**src/design/pac_pkg.sv**
```systemverilog
// Package of register map, field positions and constants for the block.
package pac_pkg;
  // ****************************************************
  // Register offsets (byte addresses) and reset values.
  // ****************************************************
  localparam logic [8:0]  PAC_PHY_ACS_OFF   = 9'h014;
  localparam logic [8:0]  PAC_GLOB_OFF      = 9'h018;
  localparam logic [8:0]  PAC_PKCTL_OFF     = 9'h020;
  localparam logic [31:0] PAC_PHY_ACS_RST   = 32'h0000_0000;
  localparam logic [31:0] PAC_GLOB_RST      = 32'h0001_0000;
  localparam logic [31:0] PAC_PKCTL_RST     = 32'h0000_0001;
  // ****************************************************
  // Field positions.
  // ****************************************************
  localparam int PAC_RD_CMD_BIT   = 31;
  localparam int PAC_WR_CMD_BIT   = 30;
  localparam int PAC_TADDR_LSB    = 24;
  localparam int PAC_WVAL_LSB     = 16;
  localparam int PAC_RADDR_LSB    = 8;
  localparam int PAC_RVAL_LSB     = 0;
  localparam int PAC_GATE_LSB     = 8;
  localparam int PAC_DIR_BIT      = 16;
  localparam int PAC_TRANSPORT_DELAY_LSB    = 16;
  localparam int PAC_MAX_BLOCKS_PER_PAYLOAD_LSB    = 8;
  localparam int PAC_TXEN_BIT     = 4;
  localparam int PAC_TXRST_BIT    = 0;
  localparam int PAC_CYC_LSB      = 12;
  // ****************************************************
  // Cycle timer limits and the automatic read target.
  // ****************************************************
  localparam logic [3:0]  PAC_OFF_HI_WRAP   = 4'hC;
  localparam logic [12:0] PAC_CYC_WRAP      = 13'h1F40;
  localparam logic [3:0]  PAC_AUTO_ADDR     = 4'h0;
  typedef enum logic [1:0] {PAC_IDLE, PAC_SEND, PAC_WAIT} pac_st_e;
endpackage : pac_pkg

```
**src/design/pac_stamp.sv**
```systemverilog
// Time stamp adder: cycle timer plus transport delay.
`timescale 1ns/1ps
`default_nettype none
module pac_stamp (
  input  wire logic        clk_sys,
  input  wire logic        rstn,
  input  wire logic [24:0] cycle_timer,
  input  wire logic [11:0] transport_delay,
  output logic      [24:0] time_stamp
);
  import pac_pkg::*;
  logic [24:0] stamp_q;
  logic [24:0] stamp_d;
  logic [4:0]  hi_sum;
  logic [13:0] cyc_sum;
  logic        carry;
  // ****************************************************
  // Adder.
  // ****************************************************
  always_comb begin
    // delay addition
    hi_sum = {1'b0, cycle_timer[11:8]} + {1'b0, transport_delay[3:0]};
    carry  = (hi_sum >= {1'b0, PAC_OFF_HI_WRAP});
    if (carry) begin
      hi_sum = hi_sum - {1'b0, PAC_OFF_HI_WRAP};
    end
    // cycle timer fields
    cyc_sum = {1'b0, cycle_timer[24:PAC_CYC_LSB]}
            + {6'h00, transport_delay[11:4]} + {13'h0000, carry};
    if (cyc_sum >= {1'b0, PAC_CYC_WRAP}) begin
      cyc_sum = cyc_sum - {1'b0, PAC_CYC_WRAP};
    end
    stamp_d = {cyc_sum[12:0], hi_sum[3:0], cycle_timer[7:0]};
  end
  always_ff @(posedge clk_sys) begin
    if (!rstn) begin
      stamp_q <= 25'h000_0000;
    end else begin
      stamp_q <= stamp_d;
    end
  end
  assign time_stamp = stamp_q;
endmodule // pac_stamp
`default_nettype wire

```
**src/design/pac_regs.sv**
```systemverilog
// Register bank: PHY access, interrupt summary, transmit packing control.
//
// Overview of operation
// Read command bit 31 sends a read request, then clears when sent.
// Write command bit 30 sends address and data, then clears when sent.
// Completed PHY read sets the read-received flag, marking data valid.
// Returned data sits in bits 7..0, its address in bits 11..8.
// Host issues no new command before the previous one completes.
// After Self-ID ends, PHY register 0 is read automatically.
// Summary bits 0..3 show pending link/PHY, receive, transmit, async.
// Summary bits need no acknowledge and follow their module state.
// Gate bits 8..11 allow each module to drive the interrupt.
// Active-low interrupt stays asserted while any enabled source pends.
// Direction bit 16, reset 1, selects transmitter and sets pin direction.
// Packing parameters stay fixed while the transmitter runs.
// Time stamp adds transport delay to offset high bits and cycle.
// Each payload carries at most the max-blocks count of blocks.
// Transmit enable runs the transmitter; clearing ends after current packet.
// Bit 0 resets the transmitter while high; held one AV clock.
// Cycle timer gives 12-bit offset and 13-bit cycle number.
// Writes to read-only fields are ignored.
`timescale 1ns/1ps
`default_nettype none
module pac_regs (
  input  wire logic        clk_sys,
  input  wire logic        rstn,
  input  wire logic        hst_cs,
  input  wire logic        hst_wr,
  input  wire logic        hst_rd,
  input  wire logic [8:0]  hst_addr,
  input  wire logic [7:0]  hst_wdata,
  output logic      [7:0]  hst_rdata,
  output logic             phy_req_valid,
  input  wire logic        phy_req_ready,
  output logic             phy_req_write,
  output logic      [3:0]  phy_req_addr,
  output logic      [7:0]  phy_req_data,
  input  wire logic        phy_rsp_valid,
  input  wire logic [3:0]  phy_rsp_addr,
  input  wire logic [7:0]  phy_rsp_data,
  input  wire logic        self_id_done,
  input  wire logic        lp_rrx_enable,
  input  wire logic        lp_rrx_clear,
  input  wire logic        lp_other_active,
  input  wire logic        irx_active,
  input  wire logic        itx_active,
  input  wire logic        asy_active,
  output logic             phy_read_received_flag,
  output logic             host_irq_n,
  output logic             av_pins_oe,
  output logic             iso_tx_reset,
  output logic             app_accept,
  output logic             tx_arbitrate,
  input  wire logic        pkt_busy,
  input  wire logic        blk_take,
  input  wire logic        payload_close,
  output logic             payload_room,
  input  wire logic [24:0] cycle_timer,
  output logic      [24:0] time_stamp
);
  import pac_pkg::*;
  // ****************************************************
  // State.
  // ****************************************************
  logic [31:0] acs_q, acs_d, glob_q, glob_d, pk_q, pk_d;
  pac_st_e     st_q, st_d;
  logic        auto_q, auto_d, rrx_q, rrx_d, run_q, run_d, irq_n_q, irq_n_d;
  logic        cur_wr_q, cur_wr_d, auto_cur_q, auto_cur_d;
  logic [3:0]  cur_ad_q, cur_ad_d;
  logic [8:0]  blk_q, blk_d;
  logic [7:0]  rdat_q, rdat_d;
  logic [3:0]  pend;
  logic        wr_acs, wr_glob, wr_pk, rd_hit;
  logic [31:0] rword;
  function automatic logic [31:0] put_byte(input logic [31:0] w,
      input logic [1:0] ln, input logic [7:0] b);
    logic [31:0] r;
    r = w;
    r[{ln, 3'b000} +: 8] = b;
    return r;
  endfunction
  assign wr_acs  = hst_cs && hst_wr && (hst_addr[8:2] == PAC_PHY_ACS_OFF[8:2]);
  assign wr_glob = hst_cs && hst_wr && (hst_addr[8:2] == PAC_GLOB_OFF[8:2]);
  assign wr_pk   = hst_cs && hst_wr && (hst_addr[8:2] == PAC_PKCTL_OFF[8:2]);
  // ****************************************************
  // PHY access engine and its register.
  // ****************************************************
  always_comb begin
    acs_d      = acs_q;
    st_d       = st_q;
    auto_d     = auto_q || self_id_done;
    cur_wr_d   = cur_wr_q;
    cur_ad_d   = cur_ad_q;
    auto_cur_d = auto_cur_q;
    rrx_d      = rrx_q;
    unique case (st_q)
      PAC_IDLE: begin
        if (acs_q[PAC_RD_CMD_BIT] || acs_q[PAC_WR_CMD_BIT]) begin
          st_d       = PAC_SEND;
          cur_wr_d   = !acs_q[PAC_RD_CMD_BIT];
          cur_ad_d   = acs_q[PAC_TADDR_LSB +: 4];
          auto_cur_d = 1'b0;
        end else if (auto_q) begin
          // automatic register 0 read
          st_d       = PAC_SEND;
          cur_wr_d   = 1'b0;
          cur_ad_d   = PAC_AUTO_ADDR;
          auto_cur_d = 1'b1;
          auto_d     = self_id_done;
        end
      end
      PAC_SEND: begin
        if (phy_req_ready) begin
          st_d = cur_wr_q ? PAC_IDLE : PAC_WAIT;
          // command bit clear
          if (!auto_cur_q) begin
            if (cur_wr_q) begin
              acs_d[PAC_WR_CMD_BIT] = 1'b0;
            end else begin
              acs_d[PAC_RD_CMD_BIT] = 1'b0;
            end
          end
        end
      end
      PAC_WAIT: begin
        if (phy_rsp_valid) begin
          st_d = PAC_IDLE;
        end
      end
    endcase
    // returned value capture
    if (phy_rsp_valid) begin
      acs_d[PAC_RVAL_LSB +: 8]  = phy_rsp_data;
      acs_d[PAC_RADDR_LSB +: 4] = phy_rsp_addr;
    end
    // read received flag, set wins
    if (lp_rrx_clear) begin
      rrx_d = 1'b0;
    end
    if (st_q == PAC_WAIT && phy_rsp_valid) begin
      rrx_d = 1'b1;
    end
    // read-only fields kept
    if (wr_acs && hst_addr[1:0] >= 2'd2) begin
      acs_d = put_byte(acs_d, hst_addr[1:0], hst_wdata);
      acs_d[29:28] = 2'b00;
    end
  end
  always_ff @(posedge clk_sys) begin
    if (!rstn) begin
      acs_q      <= PAC_PHY_ACS_RST;
      st_q       <= PAC_IDLE;
      auto_q     <= 1'b0;
      cur_wr_q   <= 1'b0;
      cur_ad_q   <= 4'h0;
      auto_cur_q <= 1'b0;
      rrx_q      <= 1'b0;
    end else begin
      acs_q      <= acs_d;
      st_q       <= st_d;
      auto_q     <= auto_d;
      cur_wr_q   <= cur_wr_d;
      cur_ad_q   <= cur_ad_d;
      auto_cur_q <= auto_cur_d;
      rrx_q      <= rrx_d;
    end
  end
  assign phy_req_valid = (st_q == PAC_SEND);
  assign phy_req_write = cur_wr_q;
  assign phy_req_addr  = cur_ad_q;
  assign phy_req_data  = acs_q[PAC_WVAL_LSB +: 8];
  assign phy_read_received_flag = rrx_q;
  // ****************************************************
  // Interrupt summary, gates and direction.
  // ****************************************************
  // live summary
  assign pend = {asy_active, itx_active, irx_active,
                 lp_other_active || (rrx_q && lp_rrx_enable)};
  always_comb begin
    glob_d = glob_q;
    // writable bits only
    if (wr_glob && hst_addr[1:0] == 2'd1) begin
      glob_d[PAC_GATE_LSB +: 4] = hst_wdata[3:0];
    end
    if (wr_glob && hst_addr[1:0] == 2'd2) begin
      glob_d[PAC_DIR_BIT] = hst_wdata[0];
    end
    // interrupt output
    irq_n_d = !(|(pend & glob_q[PAC_GATE_LSB +: 4]));
  end
  always_ff @(posedge clk_sys) begin
    if (!rstn) begin
      glob_q  <= PAC_GLOB_RST;
      irq_n_q <= 1'b1;
    end else begin
      glob_q  <= glob_d;
      irq_n_q <= irq_n_d;
    end
  end
  assign host_irq_n = irq_n_q;
  // pin direction
  assign av_pins_oe = glob_q[PAC_DIR_BIT];
  // ****************************************************
  // Transmit packing control.
  // ****************************************************
  always_comb begin
    pk_d = pk_q;
    if (wr_pk) begin
      pk_d = put_byte(pk_q, hst_addr[1:0], hst_wdata);
    end
    // graceful shutdown
    run_d = pk_q[PAC_TXEN_BIT] || (run_q && pkt_busy);
    if (pk_q[PAC_TXRST_BIT]) begin
      run_d = 1'b0;
    end
    // block count limit
    blk_d = blk_q;
    if (payload_close || pk_q[PAC_TXRST_BIT]) begin
      blk_d = 9'h000;
    end else if (blk_take && payload_room) begin
      blk_d = blk_q + 9'h001;
    end
  end
  always_ff @(posedge clk_sys) begin
    if (!rstn) begin
      pk_q  <= PAC_PKCTL_RST;
      run_q <= 1'b0;
      blk_q <= 9'h000;
    end else begin
      pk_q  <= pk_d;
      run_q <= run_d;
      blk_q <= blk_d;
    end
  end
  // transmitter reset level
  assign iso_tx_reset = pk_q[PAC_TXRST_BIT];
  assign app_accept   = pk_q[PAC_TXEN_BIT] && !pk_q[PAC_TXRST_BIT];
  assign tx_arbitrate = run_q;
  assign payload_room = (blk_q < {1'b0, pk_q[PAC_MAX_BLOCKS_PER_PAYLOAD_LSB +: 8]});
  pac_stamp u_stamp (
    .clk_sys         (clk_sys),
    .rstn            (rstn),
    .cycle_timer     (cycle_timer),
    .transport_delay (pk_q[PAC_TRANSPORT_DELAY_LSB +: 12]),
    .time_stamp      (time_stamp)
  );
  // ****************************************************
  // Host read port.
  // ****************************************************
  always_comb begin
    rd_hit = 1'b1;
    unique case (hst_addr[8:2])
      PAC_PHY_ACS_OFF[8:2]: rword = acs_q;
      PAC_GLOB_OFF[8:2]:    rword = {glob_q[31:4], pend};
      PAC_PKCTL_OFF[8:2]:   rword = pk_q;
      default: begin
        rword  = 32'h0000_0000;
        rd_hit = 1'b0;
      end
    endcase
    rdat_d = rdat_q;
    if (hst_cs && hst_rd) begin
      rdat_d = rd_hit ? rword[{hst_addr[1:0], 3'b000} +: 8] : 8'h00;
    end
  end
  always_ff @(posedge clk_sys) begin
    if (!rstn) begin
      rdat_q <= 8'h00;
    end else begin
      rdat_q <= rdat_d;
    end
  end
  assign hst_rdata = rdat_q;
endmodule // pac_regs
`default_nettype wire

```
**config.mk**
```make
export PLATFORM = sky130hd
export DESIGN_NAME = pac_regs
export DESIGN_NICKNAME = d
export VERILOG_FILES = /design/src/design/pac_pkg.sv /design/src/design/pac_stamp.sv /design/src/design/pac_regs.sv
export SDC_FILE = /design/constraint.sdc
export NUM_CORES = 1
export LEC_CHECK = 0
export ABC_AREA = 1
export CORE_ASPECT_RATIO = 0.5
export CORE_UTILIZATION = 44
export CTS_BUF_LIST = sky130_fd_sc_hd__clkbuf_16
export DETAILED_ROUTE_END_ITERATION = 10
export DONT_BUFFER_PORTS = 1
export PLACE_DENSITY = 0.67
export SLEW_MARGIN = 0
export SYNTH_ARGS = -nofsm -noshare
export SYNTH_HDL_FRONTEND = slang
export SYNTH_SLANG_ARGS = --single-unit
```
**constraint.sdc**
```tcl
create_clock -name clk_sys -period 5.3 [get_ports clk_sys]
set_clock_uncertainty 0.1 [all_clocks]
set_input_delay 0.53 -clock clk_sys [delete_from_list [all_inputs] [get_ports clk_sys]]
set_output_delay 0.53 -clock clk_sys [all_outputs]
set_load 0.005 [all_outputs]
```
**Yosys cells after proc, flatten, opt, wreduce, memory -nomap -nowiden**

Cells that the tools add are included.

- Register bits: 121
- Bits of input ports: 71
- Output and inout bits: 54
- Word-level logic and storage cells: 103

- $add $sub $neg: 7
- Magnitude comparators: 4
- Equal/unequal tests: 10
- Shifts and indexed selects: 3
- Muxes and demuxes: 31
- Bitwise operators: 2
- Reduce and logical (&&, ||, !) cells: 30

Operators by type and width:

| kind | number |
|---|---|
| $pmux 32 s3 | 1 |
| $bwmux 32 | 2 |
| $mux 32 | 1 |
| $shift 8x7->32 const A | 1 |
| $shiftx 32x6->8 | 1 |
| $shiftx 8x7->32 | 1 |
| $mux 2 | 8 |
| $add 13x8->14 | 1 |
| $add 14x1->14 | 1 |
| $eq 7x3->1 const B | 2 |
| $ge 14x13->1 const B | 1 |
| $logic_and 1x1->1 | 13 |
| $mux 13 | 1 |
| $sub 13x13->13 const B | 1 |
| $mux 1 | 12 |
| $mux 12 | 1 |
| $mux 4 | 3 |
| $add 9x1->9 const B | 1 |
| $lt 9x8->1 | 1 |
| $mux 8 | 1 |
| $eq 7x4->1 const B | 1 |
| $neg 5->7 | 1 |
| $pmux 2 s3 | 1 |
| $add 4x4->5 | 1 |
| 19 further kinds | 29 |

**Depth between registers and ports, before layout**

- Depth in word-level cells: 6
- Gate-level depth with buffers: 31
- Gate-level depth less buffers: 31

**Cells and area by module**

Synthesis repeated with hierarchy kept, for this count alone.

- Cells, all modules: 998
- Area total of the unflattened synthesis: 6847.8 um^2

By module, submodules not included:

| module | times used | cells an instance | area each (um^2) | sequential area each (um^2) |
|---|---|---|---|---|
| pac_regs | 1 | 750 | 5122.4 | 1921.8 |
| pac_stamp | 1 | 248 | 1725.4 | 500.5 |

**Worst setup path after synthesis**

No wires, ideal clock.

- Path kind: input to register
- Start: input cycle_timer[8]
- End: register u_stamp.stamp_q[18], in the netlist u_stamp.time_stamp[18]
- Setup time: 132 ps
- Data arrival time: 4353 ps
- Data required time: 5068 ps
- Setup slack: 715 ps
- Stages: 31
- Path buffers: 0
- Path through: ha_1 inv_1 fa_1 or2_2 nand2_1 inv_1 ha_1 nand2_1 nor2_1 a211oi_1 nand2_1 fa_1 fa_1 nand2_1 inv_1 nand2_1 nor2_1 nor2_1 xor2_1 inv_1 ha_1 nand3b_1 nor2_1 nand3_1 nor2_1 nand2_1 a21oi_1 nand2_1 nand2_2 nand2_1 a21oi_1

- Word-level cells in the longest chain between the ends: 5
- Elaborated cells on any way between the ends: 6
- Classes of those cells: 3 x add/sub; 2 x order compare; 1 x mux

Ends and longest elaborated chain:

| item | RTL line | text |
|---|---|---|
| from (decl) | pac_regs.sv:58 | `input wire logic [24:0] cycle_timer,` |
| $add 4x4->5 * | pac_stamp.sv:22 | `hi_sum = {1'b0, cycle_timer[11:8]} + {1'b0, transport_delay[3:0]};` |
| $ge 5x4->1 * | pac_stamp.sv:23 | `carry = (hi_sum >= {1'b0, PAC_OFF_HI_WRAP});` |
| $add 14x1->14 * | pac_stamp.sv:29 | `+ {6'h00, transport_delay[11:4]} + {13'h0000, carry};` |
| $sub 13x13->13 / $ge 14x13->1 (equally long branches) | pac_stamp.sv:31, pac_stamp.sv:30 |  |
| $mux 13 * | pac_stamp.sv:30 | `if (cyc_sum >= {1'b0, PAC_CYC_WRAP}) begin` |
| to (signal assigned) | pac_stamp.sv:39 | `stamp_q <= stamp_d;` |
| to (decl) | pac_stamp.sv:12 | `logic [24:0] stamp_q;` |

Every way passes the cells marked *; elsewhere a longest branch is shown, timed or not.
A chain may end at the register's enable or synchronous reset.

**Worst setup path in the final report**

- Start: register pk_q[16]
- End: register u_stamp.stamp_q[21], in the netlist u_stamp.time_stamp[21]

- Word-level cells in the longest chain between the ends: 5
- Elaborated cells on any way between the ends: 6
- Classes of those cells: 3 x add/sub; 2 x order compare; 1 x mux

Ends and longest elaborated chain:

| item | RTL line | text |
|---|---|---|
| from (decl) | pac_regs.sv:65 | `logic [31:0] acs_q, acs_d, glob_q, glob_d, pk_q, pk_d;` |
| from (signal assigned) | pac_regs.sv:230 | `pk_q <= pk_d;` |
| $add 4x4->5 * | pac_stamp.sv:22 |  |
| $ge 5x4->1 * | pac_stamp.sv:23 |  |
| $add 14x1->14 * | pac_stamp.sv:29 |  |
| $sub 13x13->13 / $ge 14x13->1 (equally long branches) | pac_stamp.sv:31, pac_stamp.sv:30 |  |
| $mux 13 * | pac_stamp.sv:30 |  |

Marked as above.

==> impl_metrics.toml <==
[detailed_routing]
wl_um = 18200
drt-pass1-iter-count = 5
vias = 6063
drc = 0
postRouteAntennaNets = 0
drtIter0Drc = 385
vias_per_cell = 5.40
wl_per_cell_um = 16.2

[critical_path]
cp.depth = 31
critPathMaxFanout = 6
crit_type = "flop to flop"
path_buf_inv = 4
startpoint = "pk_q[16]"
worst_path_max_delay_cell = "fa_1"
cp-start-kind = "flop"
slowest_delay_ns = 0.44
crit_path_frequent_cell = "nand2_1"
arrival_ns = 5.07
worstRegToRegCells = 31
path_delay_family = "simple AND/OR/NAND/NOR gates"
cp.required_ns = 5.54
endpoint_kind = "flop"
r2r_start = "pk_q[16]"

[clocking]
cts_hold_buf = 0
path_clk_slew_ns = 0.06
cts_buffers = 17
max-clock-path-buffers = 2
cts_sinks = 121
clk_latency_ns = 0.42
htree_levels = 4
cts_tree = "done"
cts_root_buffer = "clkbuf_16"

[floorplanning]
die_w_um = 176
die_y_um = 88.8
rows = 31
core_area_um2 = 14600
ios = 125
initial_core_util_pct = 45.5
dieArea_um2 = 15600

[yosys]
synth.cell_area_um2 = 6630
synth_edf_count = 0
async_flop_share_pct = 0
synth_cells = 932
synth_largest_area_cell = "dfxtp_1"
ys_seq_elements = 121
synth_fp_nets = 1036
yosys-top-cells-area = "dfxtp_1 37%, nand2_1 12%, a21oi_1 6.0%, nand3_1 5.9%, ha_1 5.7%"
yosysWarnings = 0
avgSynthCellArea_um2 = 7.11
yosys.cell_types.count = 49
ys_seq_area_share_pct = 36.5
yosys-top-cells-count = "217 x nand2_1, 121 x dfxtp_1, 96 x inv_1, 86 x nor2_1, 80 x a21oi_1"
synth.most_common_cell = "nand2_1"
synthFlopType = "dfxtp_1"
synth_top_area_share_pct = 36.5

[timing]
drv_slew = 0
timing.final.crit_share_pct = 91.1
rsz0062_at_grt = "no"
max_freq_mhz = 207
setup_viol = 0
hold_viol = 0
relSlewSlack_pct = 43.1
min_period_ns = 4.83
tightest_slew_ns = 0.848
finalSetupTns_ns = 0
holdWs_ns = 0.104

[finish]
fin_area_um2 = 7230
final_util_pct = 49.6
areaGrowthSynthToFinish_pct = 9.11
nets = 1015
drive_above_1_share_pct = 7.36

[placed_design]
io_buffer_count = 0
dpl_cell_area_um2 = 6630
hpwlAfterDp_um = 13100
routabilityCongestion = 0.914

[job]
drv_cap = 0

[pwr]
finalPower_mw = 2.32
leakagePower_nw = 3.16
power_density_nw_per_um2 = 321
irDropWorstVdd_mv = 0.237

[outcome]
status = "finished clean"

[worst_hold_path]
min_from = "cycle_timer[2]"
min_delay_path_depth = 2
hold_path_class = "input port to flop"

[global_routing]
grt_antenna_before_repair = 1
grt_pass1_wl_um = 28600
grt_overflow = 0
grt_use_total_pct = 23.9
grt_pass1_vias = 5560
grt_max_degree = 80
==> worst reg2reg max path, delay by kind of cell (launching register included) <==
family                     cells  cell delay (ns)
and+or+nand+nor               17             1.75
adders and majority gates      6             1.72
AOI/OAI and AO/OA              3             0.42
DFF                            1             0.37
buffers and inverters          4             0.28
xor gates and xnor gates       1             0.12
==> through the flow <==
stage,instances,setup WS (ns)
3_5_place_dp,1089,0.283
6_report,1123,0.469
4_1_cts,1121,0.426
2_1_floorplan,932,0.715
3_3_place_gp,1089,0.456
5_1_grt,1122,0.0115
==> report_power, final <==
part	switching [mW]	leakage [nW]	total (mW)	internal [mW]
logic	0.124	1.89	0.191	0.0672
registers	0.0176	0.985	0.957	0.939
clock network	0.443	0.288	1.17	0.731
==> kinds of logic after synthesis <==
group,count (synthesis),share of synthesized area [%]
adders and majority gates,33,6.57
DFF,121,36.5
muxes,11,1.79
AOI/OAI and AO/OA,184,15.4
buffers and inverters,145,9.74
xor gates and xnor gates,8,1.06
and+or+nand+nor,430,28.9
==> registers in the layout (all words and copies together) (netlist names), 2 cells and up <==
| name | cells |
|---|---|
| acs_q | 30 |
| phy_req_addr | 4 |
| st_q | 2 |
| hst_rdata | 8 |
| glob_q | 5 |
| blk_q | 9 |
| pk_q | 32 |
| u_stamp.time_stamp | 25 |
==> final timing paths <==
kind	end	slack, ns
worst max register to register	u_stamp.time_stamp[21]	0.47
worst min-delay path	u_stamp.time_stamp[2]	0.10
worst min register to register	acs_q[12]	0.35
worst max-delay path	u_stamp.time_stamp[21]	0.47
==> layout make-up <==
class / count / area [um^2]
Multi-Input combinational cell: 666 / 3570
Tap cell: 198 / 248
Antenna cell: 1 / 2.50
Inverter: 103 / 390
Fill cell: 1446 / 7350
Clock buffer: 17 / 425
Sequential cell: 121 / 2420
Clock inverter: 15 / 161
Timing Repair Buffer: 2 / 15.0
==> what timing repair did <==
item,4_1_cts,5_1_grt
endpoints found under the setup margin,0,3
resized for setup,0,1
setup buffers,0,1
==> cells in the final DEF, fill, tap and decap left out, drive strengths merged, types with 7 or more instances in the layout <==
cell and n:
o21ai 68, ha 30, clkinv 11, nand4 10, a21oi 85, nor3 15
a211oi 12, clkbuf 17, inv 101, nand3 78, dfxtp 121, nor2 94
nand2 223, mux2 7
==> layer usage <==
layer,track usage [%],wire length (um),up-vias
met5,0,0,-
met1,30.0,8180,2822
li1,-,-,3019
met2,38.9,8150,187
met4,7.98,402,0
met3,8.12,1480,35
Note: power is estimated with default switching activity, not from simulation.
